[src/cbc_pkg.sv]
// package: register map, field layout, states and carriers of the balance control block
package cbc_pkg;

   // register index space; byte address is four times the index
   localparam int          CBC_IDX_W        = 12;
   localparam int          CBC_HI_LSB       = 14;
   localparam logic [11:0] CBC_CTRL_IDX     = 12'h32f;
   localparam logic [11:0] CBC_STAT_IDX     = 12'h340;
   localparam logic [11:0] CBC_DONE_IDX     = 12'h341;

   // balance_control_two field positions
   localparam int          CBC_PAUSE_BIT    = 6;
   localparam int          CBC_FLTSTOP_BIT  = 5;
   localparam int          CBC_BALANCING_OVERHEAT_BIT     = 4;
   localparam int          CBC_ACT_MSB      = 3;
   localparam int          CBC_ACT_LSB      = 2;
   localparam int          CBC_START_BIT    = 1;
   localparam int          CBC_AUTO_BIT     = 0;
   localparam logic [7:0]  CBC_CTRL_RESET   = 8'h00;
   localparam logic [7:0]  CBC_CTRL_WMASK   = 8'h7d;

   localparam int          CBC_CELLS        = 16;

   typedef enum logic [1:0] {
      CBC_ACT_NONE  = 2'b00,
      CBC_ACT_SLEEP = 2'b01,
      CBC_ACT_SHUT  = 2'b10,
      CBC_ACT_RSVD  = 2'b11
   } cbc_act_t;

   typedef enum logic [1:0] {
      CBC_IDLE = 2'b00,
      CBC_RUN  = 2'b01,
      CBC_HALT = 2'b10,
      CBC_DONE = 2'b11
   } cbc_run_t;

   // settings captured by a start
   typedef struct packed {
      logic     fault_halt_enable;
      logic     balance_overheat_detect_enable;
      cbc_act_t post_balance_action;
      logic     automatic_mode_select;
   } cbc_cfg_t;

   // register access from the bus front end
   typedef struct packed {
      logic        wr;
      logic [11:0] idx;
      logic [31:0] wdata;
   } cbc_req_t;

   typedef struct packed {
      logic        wr;
      logic        rd_wait;
      logic        mapped;
      logic [11:0] idx;
      logic [31:0] rdata;
   } cbc_bus_t;

   typedef struct packed {
      logic [7:0]  ctrl;
      cbc_cfg_t    cfg;
      cbc_run_t    run;
      logic [15:0] done;
      logic        strobe;
      logic        sleep;
      logic        shut;
   } cbc_state_t;

endpackage

[src/cbc_ahb_slave.sv]
// AHB-Lite slave front end: address phase capture, write strobe, one-wait-state reads
`timescale 1ns/1ns
module cbc_ahb_slave (
   // clock and reset
   input  wire logic              hclk,
   input  wire logic              hresetn,
   // AHB-Lite slave
   input  wire logic              hsel,
   input  wire logic [31:0]       haddr,
   input  wire logic [1:0]        htrans,
   input  wire logic              hwrite,
   input  wire logic [2:0]        hsize,
   input  wire logic [31:0]       hwdata,
   input  wire logic              hready,
   output logic                   hreadyout,
   output logic                   hresp,
   output logic [31:0]            hrdata,
   // register side
   output cbc_pkg::cbc_req_t      req,
   input  wire logic [31:0]       rdata
);
   import cbc_pkg::*;

   cbc_bus_t q, d;

   always_comb begin
      d = q;
      if (q.rd_wait) begin
         // wait state lets a write just before the read land first
         d.rdata   = q.mapped ? rdata : 32'h0000_0000;
         d.rd_wait = 1'b0;
      end
      if (hready) begin
         d.wr = 1'b0;
         if (hsel && htrans[1]) begin
            d.wr      = hwrite;
            d.rd_wait = !hwrite;
            d.idx     = haddr[CBC_HI_LSB-1:2];
            d.mapped  = (haddr[31:CBC_HI_LSB] == '0);
         end
      end
   end

   always_ff @(posedge hclk or negedge hresetn) begin
      if (!hresetn) begin
         q <= '0;
      end else begin
         q <= d;
      end
   end

   // only whole words are expected; hsize does not change the access
   assign hreadyout = !q.rd_wait;
   assign hresp     = 1'b0;
   assign hrdata    = q.rdata;
   assign req.wr    = q.wr && q.mapped;
   assign req.idx   = q.idx;
   assign req.wdata = hwdata;

endmodule

[src/cbc_top.sv]
// balance control register bank: start capture, pause, fault halt, post-balance action
// Functional notes
// - control bit 6 set pauses balancing on every cell; clear runs normally.
// - bit 5 set halts all balancing on unmasked fault; clear ignores faults but thermal.
// - bit 4 enables balancing overheat detection while balancing runs.
// - writing start bit 1 begins balancing and captures the settings in bits 5, 4, 3:2 and 0; pause bit 6 is not captured.
// - later edits of the captured settings are ignored until start is written again; pause takes effect at once.
// - start bit clears itself and always reads back zero.
// - bit 0 picks manual or automatic balancing, captured at start.
// - a start clears every per-cell completion flag except those set by a completion event in the same cycle.
`timescale 1ns/1ns
module cbc_top (
   // clock and reset
   input  wire logic                  hclk,
   input  wire logic                  hresetn,
   // AHB-Lite slave
   input  wire logic                  hsel,
   input  wire logic [31:0]           haddr,
   input  wire logic [1:0]            htrans,
   input  wire logic                  hwrite,
   input  wire logic [2:0]            hsize,
   input  wire logic [31:0]           hwdata,
   input  wire logic                  hready,
   output logic                       hreadyout,
   output logic                       hresp,
   output logic [31:0]                hrdata,
   // events from balancing logic
   input  wire logic                  fault_unmasked,
   input  wire logic                  thermal_shutdown,
   input  wire logic [15:0]           cell_done_event,
   input  wire logic                  all_balancing_done,
   // balancing control
   output logic                       balance_start_strobe,
   output logic                       balance_enable,
   output logic                       pause_all_balancing,
   output logic                       balance_halted,
   output logic                       balance_overheat_detect_enable,
   output logic                       automatic_mode_select,
   output logic                       sleep_request,
   output logic                       shutdown_request,
   output logic [15:0]                cell_completion_flag
);
   import cbc_pkg::*;

   cbc_req_t    req;
   logic [31:0] rdata;
   cbc_state_t  q, d;
   logic        ctrl_wr;
   logic        start;
   cbc_cfg_t    wcfg;

   cbc_ahb_slave i_cbc_ahb_slave (
      .hclk      (hclk),
      .hresetn   (hresetn),
      .hsel      (hsel),
      .haddr     (haddr),
      .htrans    (htrans),
      .hwrite    (hwrite),
      .hsize     (hsize),
      .hwdata    (hwdata),
      .hready    (hready),
      .hreadyout (hreadyout),
      .hresp     (hresp),
      .hrdata    (hrdata),
      .req       (req),
      .rdata     (rdata)
   );

   ////////////////////////////////////////////////////////////////////////////
   // register writes and run control

   assign ctrl_wr = req.wr && (req.idx == CBC_CTRL_IDX);
   assign start   = ctrl_wr && req.wdata[CBC_START_BIT];
   assign wcfg    = '{fault_halt_enable:              req.wdata[CBC_FLTSTOP_BIT],
                      balance_overheat_detect_enable: req.wdata[CBC_BALANCING_OVERHEAT_BIT],
                      post_balance_action:            cbc_act_t'(req.wdata[CBC_ACT_MSB:CBC_ACT_LSB]),
                      automatic_mode_select:          req.wdata[CBC_AUTO_BIT]};

   always_comb begin
      d        = q;
      d.strobe = 1'b0;
      d.sleep  = 1'b0;
      d.shut   = 1'b0;
      if (ctrl_wr) begin
         // start bit never stored, so it reads zero
         d.ctrl = req.wdata[7:0] & CBC_CTRL_WMASK;
      end
      if (start) begin
         d.cfg    = wcfg;
         d.done   = '0;
         d.run    = CBC_RUN;
         d.strobe = 1'b1;
      end else begin
         // settings stay as captured until the next start
         case (q.run)
            CBC_RUN: begin
               if (thermal_shutdown || (q.cfg.fault_halt_enable && fault_unmasked)) begin
                  d.run = CBC_HALT;
               end else if (all_balancing_done) begin
                  d.run   = CBC_DONE;
                  d.sleep = (q.cfg.post_balance_action == CBC_ACT_SLEEP);
                  d.shut  = (q.cfg.post_balance_action == CBC_ACT_SHUT);
               end
            end
            CBC_IDLE, CBC_HALT, CBC_DONE: begin
               d.run = q.run;
            end
            default: begin
               d.run = CBC_IDLE;
            end
         endcase
      end
      // a completion arriving with a start is kept
      d.done = d.done | cell_done_event;
   end

   always_ff @(posedge hclk or negedge hresetn) begin
      if (!hresetn) begin
         q      <= '0;
         q.ctrl <= CBC_CTRL_RESET;
      end else begin
         q <= d;
      end
   end

   ////////////////////////////////////////////////////////////////////////////
   // read mux and outputs

   always_comb begin
      case (req.idx)
         CBC_CTRL_IDX: rdata = {24'h00_0000, q.ctrl};
         CBC_STAT_IDX: rdata = {25'h000_0000, q.cfg, q.run};
         CBC_DONE_IDX: rdata = {16'h0000, q.done};
         default:      rdata = 32'h0000_0000;
      endcase
   end

   assign balance_start_strobe           = q.strobe;
   assign pause_all_balancing            = q.ctrl[CBC_PAUSE_BIT];
   assign balance_enable                 = (q.run == CBC_RUN) && !q.ctrl[CBC_PAUSE_BIT];
   assign balance_halted                 = (q.run == CBC_HALT);
   assign balance_overheat_detect_enable = q.cfg.balance_overheat_detect_enable && (q.run == CBC_RUN);
   assign automatic_mode_select          = q.cfg.automatic_mode_select;
   assign sleep_request                  = q.sleep;
   assign shutdown_request               = q.shut;
   assign cell_completion_flag           = q.done;
endmodule

[config.mk]
export PLATFORM = sky130hd
export DESIGN_NAME = cbc_top
export DESIGN_NICKNAME = d
export VERILOG_FILES = /design/src/cbc_pkg.sv /design/src/cbc_ahb_slave.sv /design/src/cbc_top.sv
export SDC_FILE = /design/constraint.sdc
export NUM_CORES = 1
export LEC_CHECK = 0
export ABC_AREA = 1
export CORE_MARGIN = 3
export CORE_UTILIZATION = 40
export CTS_CLUSTER_SIZE = 12
export DETAILED_ROUTE_END_ITERATION = 8
export DONT_BUFFER_PORTS = 1
export PLACE_DENSITY = 0.51
export REMOVE_ABC_BUFFERS = 1
export SYNTH_ARGS = -nofsm -noshare
export SYNTH_HDL_FRONTEND = slang
export SYNTH_SLANG_ARGS = --single-unit
[constraint.sdc]
create_clock -name hclk -period 2.35 [get_ports hclk]
set_input_delay 0.705 -clock hclk [delete_from_list [all_inputs] [get_ports hclk]]
set_output_delay 0.705 -clock hclk [all_outputs]
set_load 0.01 [all_outputs]
==> results of run 1 <==
[worst min path at each step]
stage | to | slack [ns] | cells past startpoint
after floorplan | automatic_mode_select$_DFFE_PN0P_ | 0.41 | 0
after global placement | i_cbc_ahb_slave.req[32]$_DFFE_PN0P_ | 0.41 | 0
after detailed placement | i_cbc_ahb_slave.req[32]$_DFFE_PN0P_ | 0.41 | 0
after CTS | i_cbc_ahb_slave.hrdata[12]$_DFFE_PN0P_ | 0.04 | 0
after global routing | i_cbc_ahb_slave.hrdata[7]$_DFFE_PN0P_ | 0.02 | 0
final | i_cbc_ahb_slave.req[32]$_DFFE_PN0P_ | 0.06 | 0
[layer usage]
| layer | track usage | up-vias | routed length (um) |
|---|---|---|---|
| li1 | - | 1080 | - |
| met1 | 0.1840 | 997 | 2898 |
| met2 | 0.2284 | 67 | 3188 |
| met3 | 0.05100 | 10 | 414 |
| met4 | 0.08173 | 0 | 134 |
| met5 | 0 | - | 0 |
[metrics by stage]
| stage | utilization | hold slack (ns) | instance area [um^2] | power [mW] |
|---|---|---|---|---|
| floorplan | - | 0.4094 | 2790 | 1.252 |
| global placement | 0.3943 | 0.4121 | 2937 | 1.274 |
| detailed placement | 0.3943 | 0.4117 | 2937 | 1.277 |
| CTS | 0.4199 | 0.03770 | 3127 | 2.208 |
| global route | 0.4199 | 0.02253 | 3127 | 2.279 |
| finish | 0.4199 | 0.05992 | 3127 | 2.172 |
[where the power goes]
group / switching (mW) / total (mW) / internal [mW]
sequential: 0.0211 / 1.14 / 1.12
clock: 0.402 / 0.916 / 0.514
combinational: 0.0819 / 0.115 / 0.0330
total: 0.505 / 2.17 / 1.67
[worst max-delay path, stage by stage (launching register included)]
cell and delay, ns:
dfrtp_1 0.41, inv_1 0.05, nor2_1 0.13, inv_1 0.07, nor2_1 0.19
[state kept, by name, indices dropped and copies added, names as in the netlist]
register	count
sleep_request	1
i_cbc_ahb_slave.q	3
q	11
automatic_mode_select	1
pause_all_balancing	1
balance_start_strobe	1
shutdown_request	1
i_cbc_ahb_slave.hrdata	16
i_cbc_ahb_slave.req	12
cell_completion_flag	16
[cell families (layout without fill, tap and decap cells)]
family / after synthesis / in the layout / share of synthesized area
flip-flops: 63 / 63 / 0.5002
buffers and inverters: 94 / 56 / 0.1778
AND/OR/NAND/NOR: 208 / 208 / 0.2854
other: 1 / 17 / 0.001190
AO/OA/AOI/OAI: 20 / 20 / 0.03533
[final cells by class]
type / count / area share
sequential: 63 / 0.5042
inverter: 37 / 0.04442
clock buffer: 12 / 0.04642
timing repair buffer: 3 / 0.007203
clock inverter: 4 / 0.01441
multi-input combinational: 245 / 0.3437
tap: 99 / 0.03962
[placed cells by master, fill, tap and decap left out, drive strengths merged]
| master | Yosys | layout |
|---|---|---|
| a21oi | 2 | 2 |
| nand3 | 46 | 46 |
| inv | 35 | 35 |
| nand2 | 138 | 138 |
| nand4 | 1 | 1 |
| buf | 54 | 3 |
| bufinv | 0 | 1 |
| conb | 1 | 17 |
| o21ai | 18 | 18 |
| nor2 | 18 | 18 |
| dfrtp | 63 | 63 |
| nor4 | 2 | 2 |
| clkinv | 2 | 5 |
| nor3 | 3 | 3 |
| clkbuf | 3 | 12 |
==> impl_metrics.csv, run 1 <==
group,metric,value,unit
cts,postCtsSetupRepairBufs,0,
global_routing,antenna_found_initial,0,
routing,avgRoutedWirePerCell,14.33,um
worst_setup_path,crit_fanout,5,
cts,cts_buffer_depth,2,
synthesis,synth_edf_count,0,
global_routing,grt_overflow,0,
synthesis,synth_cells,386,
synthesis,yosys.cell_count.top_type,"nand2_1",
routing,drtPass1Iterations,6,
cts,cts-root-buf,"clkbuf_8",
routing,via_per_inst,4.652,
worst_setup_path,worstPathRequired,1.64,ns
place,gp_congestion,0.7442,
worst_setup_path,timing.rr.end,"cell_completion_flag[13]$_DFF_PN0_",
synthesis,yosysTopAreaCellShare,0.5002,
final_layout,diodes,0,
synthesis,yosysSeqAreaShare,0.5002,
cts,h-tree-depth,3,
synthesis,synthTopCellsByCount,"nand2_1 (135), dfrtp_1 (63), buf_4 (51)",
worst_setup_path,reg2reg_depth,8,
final_layout,layoutNonFillerInstCount,463,
final_layout,multiInputGateArea,1075,um^2
worst_setup_path,worstReg2RegStart,"i_cbc_ahb_slave.req[36]$_DFFE_PN0P_",
cts,cts_tree,"built",
synthesis,syn_area_per_cell,8.165,um^2
worst_setup_path,end_kind,"output port",
synthesis,yosysTopAreaCell,"dfrtp_1",
routing,drc,0,
place,dpl.hpwl,4766,um
floorplanning,rows,31,
floorplanning,die-height,94.77,um
final_layout,seq_area,1577,um^2
worst_setup_path,cp.arrival,1.19,ns
synthesis,synthArstFlopShare,1.000,
worst_setup_path,crit_path_start_kind,"flip-flop",
min_path,hp-class,"input port to async pin",
routing,drtIter0Drc,73,
synthesis,synth_top_flop_cell,"dfrtp_1",
power_and_ir_drop,powerDensity,694.6,nW/um^2
synthesis,synth_area,3152,um^2
synthesis,yosys-top-cells-area,"dfrtp_1 (50%), nand2_1 (16%), buf_4 (12%)",
cts,clkTransAtPathRegs,0.07,ns
cts,cts_buffers,9,
timing,fin_crit_sh,0.8063,
timing,fin_crit,1.895,ns
place,place_ws,0.6138,ns
worst_setup_path,crit_start,"q[19]$_DFFE_PN0P_",
cts,postCtsHoldBufs,0,
place,place_inst,447,
final_layout,drive_above_1_share,0.08242,
routing,ant_nets,0,
worst_setup_path,crit_type,"flip-flop to output port",
cts,cts_num_sinks,63,
floorplanning,dieWidth,94.77,um
timing,tns,0,ns
worst_setup_path,crit_end,"balance_enable",
timing,slew_violations,0,
timing,rsz0062_at_grt,"no",
synthesis,yosysWarnings,0,
timing,worst_slack,0.4553,ns
outcome,outcome,"finished, final reports clean",
worst_setup_path,ff2ff_setup_slack,0.71,ns
timing,clock-skew-final,0.008320,ns
floorplanning,core-area,7447,um^2
cts,clk_latency,0.34,ns
global_routing,grt_max_degree,64,
flow_run,drv_cap,0,
final_layout,fin_nets,452,
timing,fmax,527.8,MHz
power_and_ir_drop,p_leak,1.598,nW
floorplanning,die_area,8980,um^2
timing,setup_viol,0,
power_and_ir_drop,ir_drop,338.8,uV
synthesis,synth_cell_types,23,
place,port_buffers,0,
routing,wl,6635,um
synthesis,ys_ff_latch,63,
global_routing,grt_pass1_wl,9984,um
floorplanning,start_util,0.4232,
cts,ctsResizeCount,0,
global_routing,grt.total_usage,0.1491,
routing,num_vias,2154,
global_routing,grt_pass1_vias,1995,
timing,finalHoldViolations,0,
final_layout,fill_cells,777,
final_layout,area_delta_synth_final,-0.7939,%
floorplanning,ios,151,
Power figures use the tool's default switching activity.
==> run 2: changes to the inputs <==
- ABC_AREA: 1 -> 0
- clock period: 2.35 -> 1.9 ns (I/O delays scaled with it)
==> run 2 against run 1 <==
The run now ends with hold timing, setup timing left. Core utilization is 2.4 points higher. Combinational power is 84% higher. Largest cell class unchanged. Critical path type is now flip-flop to flip-flop. Highest routed layer unchanged. Sequential power is 25% higher. Critical endpoint is now i_cbc_ahb_slave.hrdata[13]$_DFFE_PN0P_.
==> impl_metrics.csv, run 2 <==
group,metric,value,unit
cts,cts_tree,"built",
timing,slew_violations,0,
routing,ant_nets,0,
cts,cts-root-buf,"clkbuf_8",
routing,wl,5872,um
routing,avgRoutedWirePerCell,18.24,um
final_layout,fin_nets,314,
cts,clk_latency,0.33,ns
global_routing,antenna_found_initial,0,
floorplanning,start_util,0.4214,
synthesis,yosysWarnings,0,
synthesis,synthArstFlopShare,1.000,
worst_setup_path,critPathMaxStageDelay,0.55,ns
timing,holdWs,-0.07483,ns
worst_setup_path,worstPathRequired,2.17,ns
synthesis,synth_cell_types,35,
global_routing,grt_overflow,0,
synthesis,synth_edf_count,0,
synthesis,synthTopCellsByCount,"dfrtp_1 (63), buf_4 (49), mux2_2 (23)",
worst_setup_path,crit_buf_inv,1,
worst_setup_path,ff2ff_setup_slack,-0.002,ns
flow_run,drv_cap,0,
synthesis,synth_cells,232,
worst_setup_path,timing.rr.end,"i_cbc_ahb_slave.hrdata[13]$_DFFE_PN0P_",
global_routing,grt.total_usage,0.1503,
floorplanning,die_area,8335,um^2
timing,clock-skew-final,0.007726,ns
floorplanning,dieWidth,91.30,um
timing,rsz0062_at_grt,"yes",
routing,via_per_inst,5.193,
final_layout,layout_commonest_cell,"dfrtp_1",
cts,cts_buffers,9,
worst_setup_path,crit_path_start_kind,"flip-flop",
synthesis,syn_area_per_cell,12.54,um^2
min_path,hp-class,"input port to async pin",
timing,fin_crit_sh,1.001,
place,place_inst,302,
cts,cts_buffer_depth,2,
power_and_ir_drop,clkPwrFrac,0.422,
worst_setup_path,cp_slowest_cell,"or4_4",
synthesis,ys_ff_latch,63,
synthesis,yosys.cell_count.top_type,"dfrtp_1",
worst_setup_path,cp_top_family,"simple AND/OR/NAND/NOR gates",
timing,fin_crit,1.902,ns
final_layout,final_cell_mix,"dfrtp_1 (63), mux2_2 (23), a21o_1 (17), conb_1 (17), clkbuf_8 (12)",
worst_setup_path,cp.arrival,2.17,ns
floorplanning,ios,151,
routing,drtIter0Drc,42,
power_and_ir_drop,power.switching,611.7,uW
outcome,violations,"hold timing, setup timing",
worst_setup_path,path_cells,"or4b_4 -> or4_4 -> nor2_4 -> buf_6 -> a22o_1",
cts,cts_num_sinks,63,
floorplanning,rows,30,
worst_setup_path,reg2reg_depth,5,
place,port_buffers,0,
synthesis,synth_top_flop_cell,"dfrtp_1",
global_routing,grt_pass1_wl,9487,um
timing,finalHoldViolations,63,
timing,tns,-0.002141,ns
global_routing,grt_pass1_vias,1780,
floorplanning,die-height,91.30,um
synthesis,yosysTopAreaCell,"dfrtp_1",
final_layout,layoutNonFillerInstCount,322,
routing,drtPass1Iterations,4,
place,gp_congestion,0.7390,
synthesis,yosysTopAreaCellShare,0.5417,
final_layout,design_area,3065,um^2
synthesis,yosys-top-cells-area,"dfrtp_1 (54%), buf_4 (13%), mux2_2 (8.9%)",
power_and_ir_drop,powerDensity,922.1,nW/um^2
routing,drc,0,
synthesis,synth_area,2910,um^2
worst_setup_path,crit_fanout,4,
cts,h-tree-depth,3,
timing,worst_slack,-0.002141,ns
floorplanning,core-area,6907,um^2
power_and_ir_drop,ir_drop,420.2,uV
global_routing,grt_max_degree,64,
final_layout,area_delta_synth_final,5.331,%
power_and_ir_drop,power_frac_seq,0.503,
power_and_ir_drop,swShare,0.2164,
synthesis,yosysSeqAreaShare,0.5417,
worst_setup_path,end_kind,"flip-flop",
worst_setup_path,crit_type,"flip-flop to flip-flop",
cts,clkTransAtPathRegs,0.07,ns
power_and_ir_drop,power_frac_comb,0.075,
power_and_ir_drop,internal-power,2.215,mW
place,place_area,2778,um^2
timing,fmax,525.7,MHz
timing,setup_viol,1,
outcome,outcome,"complete, but fails checks",
place,dpl.hpwl,4326,um
routing,num_vias,1672,
final_layout,diodes,0,
final_layout,drive_above_1_share,0.2788,
power_and_ir_drop,p_leak,1.366,nW
worst_setup_path,worstReg2RegStart,"i_cbc_ahb_slave.req[33]$_DFFE_PN0P_",
==> run 2: cell count changes in the layout (fill, tap and decap cells not counted), sizes merged, moves of 9 or more <==
cell | previous run | this run
nand3 | 46 | 2
a21o | 0 | 17
nor2 | 18 | 5
o21ai | 18 | 8
inv | 35 | 2
buf | 3 | 16
mux2 | 0 | 23
a22o | 0 | 9
nand2 | 138 | 6
==> run 2: how the worst max path moves through the flow <==
stage                                        start                                endpoint  slack, ns  cells after the start
2_1_floorplan  i_cbc_ahb_slave.req[36]$_DFFE_PN0P_         pause_all_balancing$_DFFE_PN0P_      -0.05                      3
4_1_cts        i_cbc_ahb_slave.req[35]$_DFFE_PN0P_  i_cbc_ahb_slave.hrdata[13]$_DFFE_PN0P_      -0.02                      5
6_report       i_cbc_ahb_slave.req[33]$_DFFE_PN0P_  i_cbc_ahb_slave.hrdata[13]$_DFFE_PN0P_     -0.002                      5
5_1_grt        i_cbc_ahb_slave.req[34]$_DFFE_PN0P_   i_cbc_ahb_slave.hrdata[9]$_DFFE_PN0P_      -0.05                      5
3_3_place_gp   i_cbc_ahb_slave.req[36]$_DFFE_PN0P_  i_cbc_ahb_slave.hrdata[14]$_DFFE_PN0P_      -0.11                      4
3_5_place_dp   i_cbc_ahb_slave.req[36]$_DFFE_PN0P_  i_cbc_ahb_slave.hrdata[13]$_DFFE_PN0P_      -0.18                      4
==> run 2: per-layer routing <==
layer / track usage / share of wire
met1: 0.1749 / 0.39
met2: 0.2403 / 0.49
met3: 0.06711 / 0.097
met4: 0.06281 / 0.020
met5: 0 / 0
==> run 2: layout make-up <==
cell class	instances	area, um^2
clock buffers	13	168.9
clock inverters	3	40.04
repair buffers	16	138.9
well taps	96	120.1
multi-input cells	128	1010
inverters	3	11.26
flip-flops and latches	63	1577
fillers	655	3841
==> run 2: kinds of logic after synthesis <==
logic type      after synthesis  share of synthesized area
flops                        63                     0.5417
buf+inv                      57                     0.1423
other cells                   1                   0.001289
mux                          30                     0.1131
simple gates                 38                    0.09587
compound gates               43                     0.1058
==> run 2: power groups by stage <==
| stage | Sequential [mW] | Combinational [mW] | Clock (mW) |
|---|---|---|---|
| after floorplan | 1.45 | 0.118 | 0 |
| after global placement | 1.44 | 0.190 | 0 |
| after detailed placement | 1.45 | 0.196 | 0 |
| after CTS | 1.42 | 0.199 | 1.23 |
| after global routing | 1.43 | 0.231 | 1.32 |
| final | 1.42 | 0.212 | 1.19 |
==> run 2: stage by stage <==
step | power (mW) | worst slack, ns | utilization
after floorplan | 1.571 | -0.05080 | -
after global placement | 1.632 | -0.1121 | 0.4022
after detailed placement | 1.641 | -0.1754 | 0.4022
after CTS | 2.846 | -0.01535 | 0.4382
after global routing | 2.976 | -0.05189 | 0.4438
final | 2.827 | -0.002141 | 0.4438
==> run 2: timing repair <==
| item | in CTS | in global routing |
|---|---|---|
| pin swaps | 6 | 2 |
| setup endpoints to repair | 38 | 35 |
| gates cloned | 0 | 0 |
| endpoints found under the hold margin | 63 | 63 |
| gates resized for setup | 6 | 5 |
| setup buffers | 2 | 2 |
==> run 3: changes to the inputs <==
- CTS_BUF_LIST: unset -> sky130_fd_sc_hd__clkbuf_4
- TNS_END_PERCENT: unset -> 1
==> run 3 against run 2 <==
The run still ends with hold timing, setup timing left. Non-clock buffer count down 2. Worst hold slack worse by 0.070 ns. Core utilization down 1.2 points. Register-to-register slack worse by 0.02 ns. Final area down 2.7%. Combinational power down 7%. Clock power down 29%. First-iteration DRC count up 29%. Largest power group unchanged. Highest routed layer unchanged.
==> impl_metrics.csv, run 3 (synthesis results as in run 2) <==
group,metric,value,unit
outcome,outcome,"complete, but fails checks",
outcome,violations,"hold timing, setup timing",
global_routing,grt_pass1_vias,1785,
floorplanning,ios,151,
timing,holdWs,-0.1446,ns
floorplanning,die_area,8335,um^2
final_layout,fill_cells,664,
floorplanning,die-height,91.30,um
timing,setup_viol,6,
routing,num_vias,1672,
final_layout,design_area,2983,um^2
routing,dr_wl_met3,597,um
final_layout,area_delta_synth_final,2.494,%
global_routing,grt.total_usage,0.1506,
timing,finalHoldViolations,63,
timing,worst_slack,-0.02437,ns
final_layout,drive_above_1_share,0.2679,
timing,clock-skew-final,0.009669,ns
routing,avgRoutedWirePerCell,18.31,um
place,place_ws,-0.1754,ns
power_and_ir_drop,internal-power,1.894,mW
routing,wl_met1,2281,um
global_routing,grt_max_degree,64,
timing,fmax,519.7,MHz
power_and_ir_drop,power_frac_seq,0.577,
power_and_ir_drop,power,2.461,mW
place,place_inst,302,
min_path,hp-class,"input port to async pin",
worst_setup_path,worstPathRequired,2.23,ns
timing,fin_crit_sh,1.013,
power_and_ir_drop,powerDensity,825.0,nW/um^2
cts,cts_buffers,9,
global_routing,antenna_found_initial,0,
worst_setup_path,crit_fanout,5,
final_layout,final_cell_mix,"dfrtp_1 (63), a21o_1 (17), mux2_2 (17), conb_1 (17), buf_4 (12)",
routing,drtIter0Drc,54,
timing,rsz0062_at_grt,"yes",
final_layout,fin_nets,312,
routing,drtPass1Iterations,4,
global_routing,grt_pass1_wl,9528,um
worst_setup_path,cp.arrival,2.25,ns
worst_setup_path,worstReg2RegStart,"i_cbc_ahb_slave.req[33]$_DFFE_PN0P_",
routing,routed-wl-met2,2882,um
cts,clk_latency,0.39,ns
power_and_ir_drop,ir_drop,285.0,uV
place,place_area,2778,um^2
cts,cts_num_sinks,63,
cts,cts-root-buf,"clkbuf_4",
power_and_ir_drop,p_leak,1.312,nW
cts,clkTransAtPathRegs,0.10,ns
final_layout,layoutNonFillerInstCount,320,
cts,h-tree-depth,3,
floorplanning,core-area,6907,um^2
floorplanning,rows,30,
routing,wl,5859,um
final_layout,layout_commonest_cell,"dfrtp_1",
flow_run,drv_cap,0,
place,port_buffers,0,
timing,slew_violations,0,
power_and_ir_drop,clkPwrFrac,0.343,
power_and_ir_drop,power.switching,566.9,uW
worst_setup_path,crit_start,"i_cbc_ahb_slave.req[33]$_DFFE_PN0P_",
worst_setup_path,end_kind,"flip-flop",
routing,top_layer,"met4",
cts,cts_tree,"built",
routing,ant_nets,0,
global_routing,grt_overflow,0,
power_and_ir_drop,power_frac_comb,0.080,
cts,cts_buffer_depth,2,
routing,via_per_inst,5.225,
place,dpl.hpwl,4326,um
routing,drc,0,
final_layout,diodes,0,
place,gp_congestion,0.7390,
worst_setup_path,crit_path_start_kind,"flip-flop",
floorplanning,start_util,0.4214,
power_and_ir_drop,swShare,0.2304,
timing,tns,-0.04080,ns
floorplanning,dieWidth,91.30,um
worst_setup_path,crit_type,"flip-flop to flip-flop",
timing,fin_crit,1.924,ns
==> run 3: cell types whose count changed in the layout (fill, tap and decap cells not counted), moves of 2 or more <==
cell	previous run	this run
buf_6	5	2
clkbuf_4	0	10
clkinv_1	1	4
mux2_2	23	17
mux2_4	0	6
nor2b_4	0	2
o21ai_0	7	5
o21ai_1	1	3
clkbuf_8	12	0
==> run 3: routing by layer <==
layer | global-route usage | vias up
li1 | - | 731
met1 | 0.1770 | 838
met2 | 0.2397 | 92
met3 | 0.07125 | 11
met4 | 0.05528 | 0
met5 | 0 | -
==> run 3: final timing paths <==
check                                                        end  slack, ns  cells past startpoint
setup / recovery           i_cbc_ahb_slave.hrdata[8]$_DFFE_PN0P_      -0.02                      5
hold / removal                 cell_completion_flag[4]$_DFF_PN0_      -0.14                      0
setup reg to reg           i_cbc_ahb_slave.hrdata[8]$_DFFE_PN0P_      -0.02                      5
hold reg to reg                          sleep_request$_DFF_PN0_       0.50                      1
max in group asynchronous                      q[19]$_DFFE_PN0P_       1.89                      0
min in group hclk                i_cbc_ahb_slave.q[45]$_DFF_PN0_       0.23                      1
==> run 3: final cells by class <==
cell class / instances / area (um^2) / area share
Inverter: 3 / 11.26 / 0.003775
Tap cell: 96 / 120.1 / 0.04027
Sequential cell: 63 / 1577 / 0.5285
Timing Repair Buffer: 14 / 112.6 / 0.03775
Multi-Input combinational cell: 128 / 1036 / 0.3473
Clock inverter: 6 / 51.30 / 0.01720
Clock buffer: 10 / 75.07 / 0.02517
==> run 3: power groups by stage <==
stage	Clock [mW]	Sequential (mW)	Combinational [mW]
detailed placement	0	1.45	0.196
CTS	0.885	1.42	0.198
finish	0.844	1.42	0.198
floorplan	0	1.45	0.118
global placement	0	1.44	0.190
global route	0.970	1.43	0.217
==> run 3: critical path, cell delays in order (launching register included) <==
cell and delay (ns):
dfrtp_1 0.39, or4b_4 0.54, or4_4 0.55, nor2_4 0.10, buf_4 0.15, a22o_1 0.13
==> run 3: what timing repair did <==
item | CTS | global route
hold endpoints to repair | 63 | 63
buffers inserted | 2 | 0
pin swaps | 2 | 5
endpoints found under the setup margin | 41 | 42
gates resized for setup | 8 | 10
==> run 3: per-stage QoR <==
| step | hold slack (ns) | utilization |
|---|---|---|
| finish | -0.1446 | 0.4319 |
| global route | -0.2114 | 0.4319 |
| CTS | -0.1758 | 0.4270 |
| detailed placement | 0.2757 | 0.4022 |
| global placement | 0.2760 | 0.4022 |
| floorplan | 0.2744 | - |
